### src/pkg/dpc_pkg.sv
/*
 * Constants for the display pipe configuration and status block.
 * Assumes one 40 MHz clock and a 32-bit word register port with byte enables.
 */
//
// Function
// - Gamma mode bit picks palette lookup (0) or 10-bit interpolation (1).
// - Interlace field decodes progressive, embedded, vsync shift, field sync, field zero.
// - Interlace field applies at once with pipe off, else at vblank.
// - Embedded-panel interlace makes hardware adjust output timing itself.
// - Self-refresh bit clear refreshes continuously; set updates panel on demand.
// - Planes-off blanks planes at next vblank; clearing resumes at following vblank.
// - Cursor-off blanks cursors at next vblank; clearing restores at following vblank.
// - Refresh association decodes software, progressive big FIFO, interlaced big FIFO.
// - Progressive-to-interlaced association keeps pixel clock, uses vsync shift, no scaling.
// - Colour-correction bit applies coefficients when set, bypasses when clear.
// - Power-mode bit selects first or second M/N set.
// - Colour depth decodes 8, 10, 6 bits; applies at next vblank.
// - Output depth differing from frame buffer depth dithers the stream.
// - Dither enable bit turns dithering on, off by default.
// - Dither type selects spatial (00) or spatio-temporal (01).
// - Three max gamma registers hold 17-bit points, reset 0x10000.
// - Status bits stay set; writing one clears, zero leaves them.
// - Summary output is OR of status bits ANDed with enables.
// - Underrun status sets on pop from empty FIFO; never reaches summary.
// - Sprite B flip-done enable gates its status into the summary.
`default_nettype none

package dpc_pkg;

    localparam int DPC_ADDR_W = 20;
    localparam int DPC_DATA_W = 32;
    localparam int DPC_BE_W = 4;
    localparam int DPC_GMAX_W = 17;
    localparam int DPC_NCH = 3;

    // Register offsets
    localparam logic [19:0] DPC_OFS_CONF = 20'h70008;
    localparam logic [19:0] DPC_OFS_GMAX_R = 20'h70010;
    localparam logic [19:0] DPC_OFS_GMAX_G = 20'h70014;
    localparam logic [19:0] DPC_OFS_GMAX_B = 20'h70018;
    localparam logic [19:0] DPC_OFS_STAT = 20'h70024;

    // Reset values and configuration write mask
    localparam logic [31:0] DPC_CONF_RST = 32'h00000000;
    localparam logic [16:0] DPC_GMAX_RST = 17'h10000;
    localparam logic [31:0] DPC_CONF_WMASK = 32'h01ffc0fc;

    // Configuration fields
    localparam int DPC_B_GAMMA = 24;
    localparam int DPC_B_ILACE = 21;
    localparam int DPC_B_SELF = 20;
    localparam int DPC_B_PLOFF = 19;
    localparam int DPC_B_CUROFF = 18;
    localparam int DPC_B_ASSOC = 16;
    localparam int DPC_B_CSC = 15;
    localparam int DPC_B_MN = 14;
    localparam int DPC_B_BPC = 5;
    localparam int DPC_B_DITH = 4;
    localparam int DPC_B_DTYPE = 2;

    // Status fields
    localparam int DPC_B_UNDER = 31;
    localparam int DPC_B_SBF_EN = 30;
    localparam int DPC_B_SBF = 15;

    // Interlace codes
    localparam logic [2:0] DPC_IL_EMBED = 3'h4;
    localparam logic [2:0] DPC_IL_VSHIFT = 3'h5;
    localparam logic [2:0] DPC_IL_FIELD = 3'h6;
    localparam logic [2:0] DPC_IL_F0 = 3'h7;

    // Association codes
    localparam logic [1:0] DPC_AS_SW = 2'h0;
    localparam logic [1:0] DPC_AS_P2P = 2'h1;
    localparam logic [1:0] DPC_AS_P2I = 2'h2;

    // Colour depth codes
    localparam logic [2:0] DPC_BPC_8 = 3'h0;
    localparam logic [2:0] DPC_BPC_10 = 3'h1;
    localparam logic [2:0] DPC_BPC_6 = 3'h2;

    // Dither type codes
    localparam logic [1:0] DPC_DT_SPATIAL = 2'h0;
    localparam logic [1:0] DPC_DT_TEMPORAL = 2'h1;

endpackage : dpc_pkg

`default_nettype wire

### src/verilog/dpc_vblank_shadow.sv
/*
 * Active copy of a vblank-deferred configuration field.
 * Assumes vblank_in is a one-cycle pulse at vertical blank start.
 */
`default_nettype none

module dpc_vblank_shadow #(
    parameter int unsigned W = 1
) (
    // Clock and reset
    input wire logic ref_clk_in,
    input wire logic arst_n_in,
    input wire logic clk_en_in,
    // Field
    input wire logic [W-1:0] shadow_in,
    input wire logic vblank_in,
    input wire logic bypass_in,
    output logic [W-1:0] active_out,
    output logic pending_out
);

    logic [W-1:0] active_q;
    logic load;

    assign load = vblank_in | bypass_in;
    assign active_out = active_q;
    assign pending_out = (active_q != shadow_in);

    always_ff @(posedge ref_clk_in or negedge arst_n_in) begin
        if (!arst_n_in) begin
            active_q <= '0;
        end else if (clk_en_in && load) begin
            active_q <= shadow_in;
        end
    end

endmodule : dpc_vblank_shadow

`default_nettype wire

### src/verilog/dpc_pipe_config.sv
/*
 * Display pipe configuration, max gamma points and event status.
 * Assumes synchronous inputs, vblank and event inputs as one-cycle pulses,
 * and a word register port whose reads answer one cycle later.
 */
`default_nettype none

module dpc_pipe_config
    import dpc_pkg::*;
(
    // Clock and reset
    input wire logic ref_clk_in,
    input wire logic arst_n_in,
    input wire logic clk_en_in,
    // Register port
    input wire logic [dpc_pkg::DPC_ADDR_W-1:0] reg_addr_in,
    input wire logic reg_wr_in,
    input wire logic [dpc_pkg::DPC_BE_W-1:0] reg_be_in,
    input wire logic [dpc_pkg::DPC_DATA_W-1:0] reg_wdata_in,
    input wire logic reg_rd_in,
    output logic [dpc_pkg::DPC_DATA_W-1:0] reg_rdata_out,
    output logic reg_rvalid_out,
    // Pipe timing and events
    input wire logic pipe_enable_in,
    input wire logic vblank_start_in,
    input wire logic fifo_pop_in,
    input wire logic fifo_empty_in,
    input wire logic sprite_b_flip_done_in,
    input wire logic [2:0] fb_bpc_in,
    // Gamma
    output logic gamma_10bit_out,
    output logic [dpc_pkg::DPC_GMAX_W-1:0] gamma_max_red_out,
    output logic [dpc_pkg::DPC_GMAX_W-1:0] gamma_max_green_out,
    output logic [dpc_pkg::DPC_GMAX_W-1:0] gamma_max_blue_out,
    // Interlace and timing
    output logic progressive_out,
    output logic embedded_auto_adjust_out,
    output logic vsync_shift_prog_out,
    output logic vsync_shift_legacy_out,
    output logic field_indication_out,
    output logic field_zero_only_out,
    output logic self_refresh_out,
    // Plane overrides
    output logic planes_blank_out,
    output logic cursors_blank_out,
    // Refresh association
    output logic sw_refresh_only_out,
    output logic bigfifo_p2p_out,
    output logic bigfifo_p2i_out,
    output logic pixclk_switch_allow_out,
    // Pixel path
    output logic csc_enable_out,
    output logic mn_second_out,
    output logic [2:0] bpc_out,
    output logic dither_on_out,
    output logic dither_temporal_out,
    // Status
    output logic summary_out
);

    ////////////////////////////////////////////////////////////////////////
    // Address decode and byte lanes

    logic [31:0] be_mask;
    logic hit_conf;
    logic hit_stat;
    logic [DPC_NCH-1:0] hit_gmax;
    logic wr_conf;
    logic wr_stat;

    for (genvar i = 0; i < DPC_BE_W; i++) begin : g_lane
        assign be_mask[i*8 +: 8] = {8{reg_be_in[i]}};
    end

    assign hit_conf = (reg_addr_in == DPC_OFS_CONF);
    assign hit_stat = (reg_addr_in == DPC_OFS_STAT);
    assign hit_gmax[0] = (reg_addr_in == DPC_OFS_GMAX_R);
    assign hit_gmax[1] = (reg_addr_in == DPC_OFS_GMAX_G);
    assign hit_gmax[2] = (reg_addr_in == DPC_OFS_GMAX_B);
    assign wr_conf = reg_wr_in & hit_conf;
    assign wr_stat = reg_wr_in & hit_stat;

    ////////////////////////////////////////////////////////////////////////
    // Configuration register, software view

    logic [31:0] conf_q;
    logic [31:0] conf_d;
    logic [31:0] conf_wm;

    assign conf_wm = be_mask & DPC_CONF_WMASK;
    assign conf_d = wr_conf ? ((conf_q & ~conf_wm) | (reg_wdata_in & conf_wm)) : conf_q;

    always_ff @(posedge ref_clk_in or negedge arst_n_in) begin
        if (!arst_n_in) begin
            conf_q <= DPC_CONF_RST;
        end else if (clk_en_in) begin
            conf_q <= conf_d;
        end
    end

    ////////////////////////////////////////////////////////////////////////
    // Vblank-deferred fields

    logic [2:0] ilace_act;
    logic [2:0] bpc_act;
    logic ploff_act;
    logic curoff_act;

    // Pipe off: interlace field follows at once
    dpc_vblank_shadow #(
        .W(3)
    ) u_ilace (
        .ref_clk_in(ref_clk_in),
        .arst_n_in(arst_n_in),
        .clk_en_in(clk_en_in),
        .shadow_in(conf_q[DPC_B_ILACE +: 3]),
        .vblank_in(vblank_start_in),
        .bypass_in(~pipe_enable_in),
        .active_out(ilace_act),
        .pending_out()
    );

    dpc_vblank_shadow #(
        .W(3)
    ) u_bpc (
        .ref_clk_in(ref_clk_in),
        .arst_n_in(arst_n_in),
        .clk_en_in(clk_en_in),
        .shadow_in(conf_q[DPC_B_BPC +: 3]),
        .vblank_in(vblank_start_in),
        .bypass_in(1'b0),
        .active_out(bpc_act),
        .pending_out()
    );

    dpc_vblank_shadow #(
        .W(1)
    ) u_ploff (
        .ref_clk_in(ref_clk_in),
        .arst_n_in(arst_n_in),
        .clk_en_in(clk_en_in),
        .shadow_in(conf_q[DPC_B_PLOFF]),
        .vblank_in(vblank_start_in),
        .bypass_in(1'b0),
        .active_out(ploff_act),
        .pending_out()
    );

    dpc_vblank_shadow #(
        .W(1)
    ) u_curoff (
        .ref_clk_in(ref_clk_in),
        .arst_n_in(arst_n_in),
        .clk_en_in(clk_en_in),
        .shadow_in(conf_q[DPC_B_CUROFF]),
        .vblank_in(vblank_start_in),
        .bypass_in(1'b0),
        .active_out(curoff_act),
        .pending_out()
    );

    ////////////////////////////////////////////////////////////////////////
    // Field decode

    logic [1:0] assoc;
    logic [1:0] dtype;
    logic prog_d;
    logic embed_d;
    logic vs_prog_d;
    logic vs_leg_d;
    logic field_d;
    logic f0_d;
    logic dith_d;

    assign assoc = conf_q[DPC_B_ASSOC +: 2];
    assign dtype = conf_q[DPC_B_DTYPE +: 2];

    assign prog_d = ~ilace_act[2];
    assign embed_d = (ilace_act == DPC_IL_EMBED);
    // Programmable shift for embedded interlace or interlaced association
    assign vs_prog_d = embed_d | (assoc == DPC_AS_P2I);
    assign vs_leg_d = (ilace_act == DPC_IL_VSHIFT) |
                      (ilace_act == DPC_IL_FIELD) |
                      (ilace_act == DPC_IL_F0);
    assign field_d = (ilace_act == DPC_IL_FIELD);
    assign f0_d = (ilace_act == DPC_IL_F0);

    // Enable bit, or depth mismatch against the frame buffer
    assign dith_d = conf_q[DPC_B_DITH] | (bpc_act != fb_bpc_in);

    ////////////////////////////////////////////////////////////////////////
    // Registered control outputs

    always_ff @(posedge ref_clk_in or negedge arst_n_in) begin
        if (!arst_n_in) begin
            gamma_10bit_out <= 1'b0;
            progressive_out <= 1'b1;
            embedded_auto_adjust_out <= 1'b0;
            vsync_shift_prog_out <= 1'b0;
            vsync_shift_legacy_out <= 1'b0;
            field_indication_out <= 1'b0;
            field_zero_only_out <= 1'b0;
            self_refresh_out <= 1'b0;
            planes_blank_out <= 1'b0;
            cursors_blank_out <= 1'b0;
            sw_refresh_only_out <= 1'b1;
            bigfifo_p2p_out <= 1'b0;
            bigfifo_p2i_out <= 1'b0;
            pixclk_switch_allow_out <= 1'b0;
            csc_enable_out <= 1'b0;
            mn_second_out <= 1'b0;
            bpc_out <= DPC_BPC_8;
            dither_on_out <= 1'b0;
            dither_temporal_out <= 1'b0;
        end else if (clk_en_in) begin
            gamma_10bit_out <= conf_q[DPC_B_GAMMA];
            progressive_out <= prog_d;
            embedded_auto_adjust_out <= embed_d;
            vsync_shift_prog_out <= vs_prog_d;
            vsync_shift_legacy_out <= vs_leg_d;
            field_indication_out <= field_d;
            field_zero_only_out <= f0_d;
            self_refresh_out <= conf_q[DPC_B_SELF];
            planes_blank_out <= ploff_act;
            cursors_blank_out <= curoff_act;
            sw_refresh_only_out <= (assoc == DPC_AS_SW);
            bigfifo_p2p_out <= (assoc == DPC_AS_P2P);
            bigfifo_p2i_out <= (assoc == DPC_AS_P2I);
            // Interlaced association keeps the pixel clock
            pixclk_switch_allow_out <= (assoc == DPC_AS_P2P);
            csc_enable_out <= conf_q[DPC_B_CSC];
            mn_second_out <= conf_q[DPC_B_MN];
            bpc_out <= bpc_act;
            dither_on_out <= dith_d;
            dither_temporal_out <= dith_d & (dtype == DPC_DT_TEMPORAL);
        end
    end

    ////////////////////////////////////////////////////////////////////////
    // Max gamma points

    logic [DPC_GMAX_W-1:0] gmax_q [DPC_NCH];

    for (genvar c = 0; c < DPC_NCH; c++) begin : g_gmax
        logic [DPC_GMAX_W-1:0] gm;
        logic [DPC_GMAX_W-1:0] gd;

        assign gm = be_mask[DPC_GMAX_W-1:0];
        assign gd = (gmax_q[c] & ~gm) | (reg_wdata_in[DPC_GMAX_W-1:0] & gm);

        always_ff @(posedge ref_clk_in or negedge arst_n_in) begin
            if (!arst_n_in) begin
                gmax_q[c] <= DPC_GMAX_RST;
            end else if (clk_en_in && reg_wr_in && hit_gmax[c]) begin
                gmax_q[c] <= gd;
            end
        end
    end

    assign gamma_max_red_out = gmax_q[0];
    assign gamma_max_green_out = gmax_q[1];
    assign gamma_max_blue_out = gmax_q[2];

    ////////////////////////////////////////////////////////////////////////
    // Event status

    logic under_q;
    logic sbf_q;
    logic sbf_en_q;
    logic under_set;
    logic under_clr;
    logic sbf_clr;
    logic under_d;
    logic sbf_d;
    logic sbf_en_d;

    assign under_set = fifo_pop_in & fifo_empty_in;
    assign under_clr = wr_stat & reg_wdata_in[DPC_B_UNDER] & be_mask[DPC_B_UNDER];
    assign sbf_clr = wr_stat & reg_wdata_in[DPC_B_SBF] & be_mask[DPC_B_SBF];

    // New event beats a clear in the same cycle
    assign under_d = under_set | (under_q & ~under_clr);
    assign sbf_d = sprite_b_flip_done_in | (sbf_q & ~sbf_clr);

    assign sbf_en_d = (wr_stat && be_mask[DPC_B_SBF_EN]) ?
                      reg_wdata_in[DPC_B_SBF_EN] : sbf_en_q;

    always_ff @(posedge ref_clk_in or negedge arst_n_in) begin
        if (!arst_n_in) begin
            under_q <= 1'b0;
            sbf_q <= 1'b0;
            sbf_en_q <= 1'b0;
            summary_out <= 1'b0;
        end else if (clk_en_in) begin
            under_q <= under_d;
            sbf_q <= sbf_d;
            sbf_en_q <= sbf_en_d;
            // Underrun stays out of the summary
            summary_out <= |{sbf_q & sbf_en_q};
        end
    end

    ////////////////////////////////////////////////////////////////////////
    // Read path

    logic [31:0] stat_rd;
    logic [31:0] gmax_rd;
    logic [31:0] rd_mux;

    always_comb begin
        stat_rd = '0;
        stat_rd[DPC_B_UNDER] = under_q;
        stat_rd[DPC_B_SBF_EN] = sbf_en_q;
        stat_rd[DPC_B_SBF] = sbf_q;
    end

    assign gmax_rd = hit_gmax[0] ? {15'h0000, gmax_q[0]} :
                     hit_gmax[1] ? {15'h0000, gmax_q[1]} :
                     hit_gmax[2] ? {15'h0000, gmax_q[2]} : 32'h00000000;

    // Unmapped offsets read zero
    assign rd_mux = hit_conf ? conf_q :
                    hit_stat ? stat_rd : gmax_rd;

    always_ff @(posedge ref_clk_in or negedge arst_n_in) begin
        if (!arst_n_in) begin
            reg_rdata_out <= 32'h00000000;
            reg_rvalid_out <= 1'b0;
        end else if (clk_en_in) begin
            reg_rdata_out <= reg_rd_in ? rd_mux : 32'h00000000;
            reg_rvalid_out <= reg_rd_in;
        end
    end

endmodule : dpc_pipe_config

`default_nettype wire

### config.mk
export PLATFORM = sky130hd
export DESIGN_NAME = dpc_pipe_config
export DESIGN_NICKNAME = d
export VERILOG_FILES = /design/src/pkg/dpc_pkg.sv /design/src/verilog/dpc_vblank_shadow.sv /design/src/verilog/dpc_pipe_config.sv
export SDC_FILE = /design/constraint.sdc
export NUM_CORES = 1
export LEC_CHECK = 0
export CELL_PAD_IN_SITES_DETAIL_PLACEMENT = 0
export CELL_PAD_IN_SITES_GLOBAL_PLACEMENT = 2
export CORE_AREA = 2 2 121 123
export CTS_CLUSTER_DIAMETER = 60
export DETAILED_ROUTE_END_ITERATION = 8
export DIE_AREA = 0 0 123 125
export DONT_BUFFER_PORTS = 1
export PLACE_DENSITY_LB_ADDON = 0.1
export SLEW_MARGIN = 15
export SYNTH_ARGS = -nofsm -noshare
export SYNTH_HDL_FRONTEND = slang
export SYNTH_HIERARCHICAL = 1
export SYNTH_SLANG_ARGS = --single-unit
export TNS_END_PERCENT = 100
### constraint.sdc
create_clock -name ref_clk_in -period 1.78 [get_ports ref_clk_in]
set_clock_uncertainty 0.2 [all_clocks]
set_input_delay 0.356 -clock ref_clk_in [delete_from_list [all_inputs] [get_ports ref_clk_in]]
set_output_delay 0.356 -clock ref_clk_in [all_outputs]
set_load 0.1 [all_outputs]
# Word-level counts from Yosys, hierarchy flattened
# Cells that the tools add are included.
# word_totals
out_inout_bits,106
wordCells,95
in_bits,69
register_bits,148
# op_classes
n_bitwise,34
n_mux,6
eq_ne,13
reduce_logical,10
# op_table
op,count
equality test 20 x 19 -> 1 bit (second input constant),5
2-to-1 mux 32 bit,3
bitwise AND 17 bit,4
2-to-1 mux 17 bit,3
OR 17 bit,3
bitwise AND 32 x 25 -> 32 bit,1
bitwise AND 32 bit,1
NOT 25 -> 32 bit,1
OR 32 bit,1
NOT 17 bit,1
equality test 3 bit (second input constant),4
bitwise AND 1 bit,11
logical AND 1 bit,7
OR 1 bit,7
equality test 2 x 1 -> 1 bit (second input constant),2
NOT 1 bit,4
AND reduction 2 bit,2
!= test 3 bit,1
equality test 2 bit (second input constant),1
zero test 2 bit,1

# Depth between registers and ports, before layout
# logic_depth
word_depth,7
mapped_depth,7
depth_no_buf,5

# Hierarchy
# The synthesis kept the hierarchy.
# by_module_without_submodules
module,seq_area_each_um2,area_each_um2,cells_each,n_inst
dpc_pipe_config,3009.1,5255.0,411,1
dpc_vblank_shadow (u_bpc ...),75.1,148.9,11,2
dpc_vblank_shadow (u_curoff ...),25.0,50.0,4,2

# Least setup slack after synthesis
# No wires, ideal clock.
# synth_timing
kind,input to register
start,input reg_addr_in[1] (netlist name)
end,register (tool-made name)
n_path_buf,2
cell_stages,6
setup_time_ns,0.126
slack_ns,-0.563
t_required_ns,1.454
arrival_time_ns,2.018
path_cell_list,or4_1 buf_2 or3_1 buf_6 nor2_8 mux2_2
# synth_lines
element,line_no,text
from (decl),dpc_pipe_config.sv:16,"input wire logic [dpc_pkg::DPC_ADDR_W-1:0] reg_addr_in,"

==> impl_results.rst <==
.. list-table::
   :header-rows: 1

   * - Metric
     - Value
   * - Result of the run
     - finished with violations
   * - Violated checks
     - negative hold slack, negative setup slack
   * - Global routing usage summed across all routing layers
     - 0.210
   * - Global Route met2 Usage
     - 0.334
   * - Die area
     - 15400 µm²
   * - Synth-to-layout area growth
     - 47.6%
   * - Start-to-end type of the worst setup path
     - input port to register
   * - Number of DRC violations after detailed-routing iteration 0
     - 209
   * - Endpoint class of the critical path
     - register
   * - Filler instances
     - 1208
   * - Number of endpoints with negative hold slack in the final report
     - 128
   * - # port buffers
     - 0
   * - CP delay by family, top
     - simple AND/OR/NAND/NOR gates
   * - Minimum setup slack in the final design
     - -0.106 ns
   * - Worst setup SP type
     - input port
   * - Setup slack on the worst flop-to-flop path
     - 0.23 ns
   * - Largest driver fanout on the critical path
     - 8
   * - Number of detailed-route iterations in the first pass
     - 4
   * - Initial core utilization
     - 0.392
   * - F_max
     - 530 MHz
   * - Setup repair after global routing missed its margin
     - true
   * - Met3 Use GR
     - 0.0739
   * - Total DRC errors in the routed layout
     - 0
   * - Sum of routed wire length over all layers
     - 15800 µm
   * - Type of the worst min-delay path
     - input port to asynchronous set/reset pin
   * - Data required, critical path
     - 1.87 ns
   * - Io pins
     - 175
   * - Count of standard-cell rows
     - 44
   * - Vias per inst
     - 5.20
   * - Final weighted congestion in routability-driven placement
     - 0.807
   * - Buffer and inverter count on the worst path
     - 1
   * - Source-to-sink clock delay at the later pin of the worst-skew pair
     - 0.41 ns
   * - HPWL after DPL
     - 10900 µm
   * - Placed cell areas
     - 7040 µm²
   * - Static Leakage
     - 4.00 nW
   * - Critical path's slowest cell
     - or4_4
   * - Power per Cell Area
     - 798 nW/µm²
   * - Number of global-route vias before repair
     - 4498
   * - Final Critical Period
     - 1.89 ns
   * - Total clock buffers created by CTS
     - 17
   * - Width of the die
     - 123 µm
   * - TritonCTS clock tree
     - yes
   * - Slowest cell delay on critical path
     - 0.53 ns
   * - Wire length of the first global-routing pass
     - 24400 µm
   * - Routed len/inst
     - 19.4 µm
   * - H-Tree Level Count
     - 4
   * - Finish-stage setup viols
     - 40
   * - Hold Worst Slack
     - -0.553 ns
   * - Yosys synthesis warning count
     - 6
   * - Final std cell area, no fill
     - 8230 µm²
   * - Maximum number of pins on one net before global-route repair
     - 129
   * - Gr busiest metal
     - met2
   * - Number of max-capacitance violations reported
     - 0
   * - Utilization of the core after routing
     - 0.579
   * - Average size of a mapped cell
     - 12.9 µm²
   * - Clock net sink count
     - 128
   * - Critical path cell sequence
     - or4_4 > or3_4 > buf_8 > nor2_8 > mux2_2
   * - Initial antenna violation count
     - 1
   * - Share of post-route cells with drive strength above 1
     - 0.479
   * - Worst-margin pin slew
     - 0.495 ns
   * - Clock-pin slew on the worst setup and hold paths
     - 0.05 ns
   * - Met1 routing resource usage after global routing
     - 0.269
   * - Number of vias after detailed routing
     - 4219
   * - Synthesized cell area
     - 5570 µm²
   * - Worst slew margin relative to its limit
     - 0.662
   * - Placeable core area
     - 14200 µm²
   * - Share of the cycle needed by the critical path after routing
     - 1.06
   * - Worst endpoint data arrival time
     - 1.98 ns
   * - Number of antenna-violating nets in the routed design
     - 0
   * - Largest buffer count on any clock path
     - 2
   * - CTS Root Buffer Type
     - clkbuf_16
   * - Peak supply drop
     - 561 µV
   * - Cells after synthesis
     - 431
   * - Pins Over Slew Limit
     - 0
   * - Total congestion overflow
     - 0
   * - Final net count
     - 683
   * - Vertical die dimension
     - 125 µm
   * - Count of hold-fix buffers inserted at cts
     - 33
stage by stage:
stage	hold WS, ns	worst slack, ns	cells	total power [W]	TNS, ns
global placement	-0.135	-0.560	739	0.00322	-47.66
detailed placement	-0.134	-0.562	739	0.00322	-46.54
finish	-0.553	-0.106	811	0.00657	-2.70
floorplan	-0.140	-0.526	438	0.00318	-29.80
CTS	-0.578	-0.0957	803	0.00665	-3.67
global route	-0.582	-0.163	811	0.00680	-5.08
area by class of cell:
type,count,area [µm²],area share
Tap cell,184,230,0.0280
Sequential cell,128,3220,0.391
Timing Repair Buffer,179,1730,0.210
Antenna cell,1,2.50,0.000304
Multi-Input combinational cell,277,2440,0.297
Clock inverter,6,82.6,0.0100
Clock buffer,25,475,0.0578
Inverter,11,41.3,0.00502
worst paths after layout:
check,from,endpoint,depth (start not counted)
setup / recovery,reg_addr_in[1],register,5
hold / removal,arst_n_in,asynchronous set/reset pin,0
setup reg to reg,sbf_q,reg_rdata_out[15],4
hold reg to reg,register,sw_refresh_only_out,1
max in group asynchronous,arst_n_in,asynchronous set/reset pin,0
min in group ref_clk_in,reg_addr_in[3],register,3
where the power goes:
| part | internal [W] | leakage, nW | switching [W] |
|---|---|---|---|
| registers | 0.00293 | 1.75 | 0.0000271 |
| logic | 0.000121 | 1.97 | 0.000205 |
| clock network | 0.00212 | 0.271 | 0.00117 |
routing by layer:
metal  part of all wire  vias up
met3              0.078        8
met5                  0        -
met4             0.0089        0
met1               0.43     2109
li1                   -     1961
met2               0.48      141
what timing repair did:
item | CTS | global route
gates resized for setup | 21 | 52
setup endpoints to repair | 85 | 86
setup buffers | 1 | 6
pin swaps | 2 | 6
gates cloned | 0 | 1
hold endpoints to repair | 225 | 128
layout by cell type, fill, tap and decap left out, types with 3 or more instances in the layout:
cell and count:
nand2_1 23, and3_1 3, dlygate4sd3_1 32, xor2_1 3, mux2_2 66, buf_4 115
a21oi_1 12, mux2_1 3, o21ai_1 14, nand3_1 6, conb_1 8, nor2_1 5
buf_12 21, a22oi_1 24, a221oi_1 7, o21ai_2 10, nand4_1 3, buf_6 10
nor4_4 3, nand3b_1 3, clkinv_2 3, dfstp_2 3, inv_1 11, clkbuf_1 6
clkbuf_16 17, dfrtp_1 121, o21ai_0 13, nand2_4 3, a22o_1 9, mux2_4 18
Note: power is estimated with default switching activity, not from simulation.
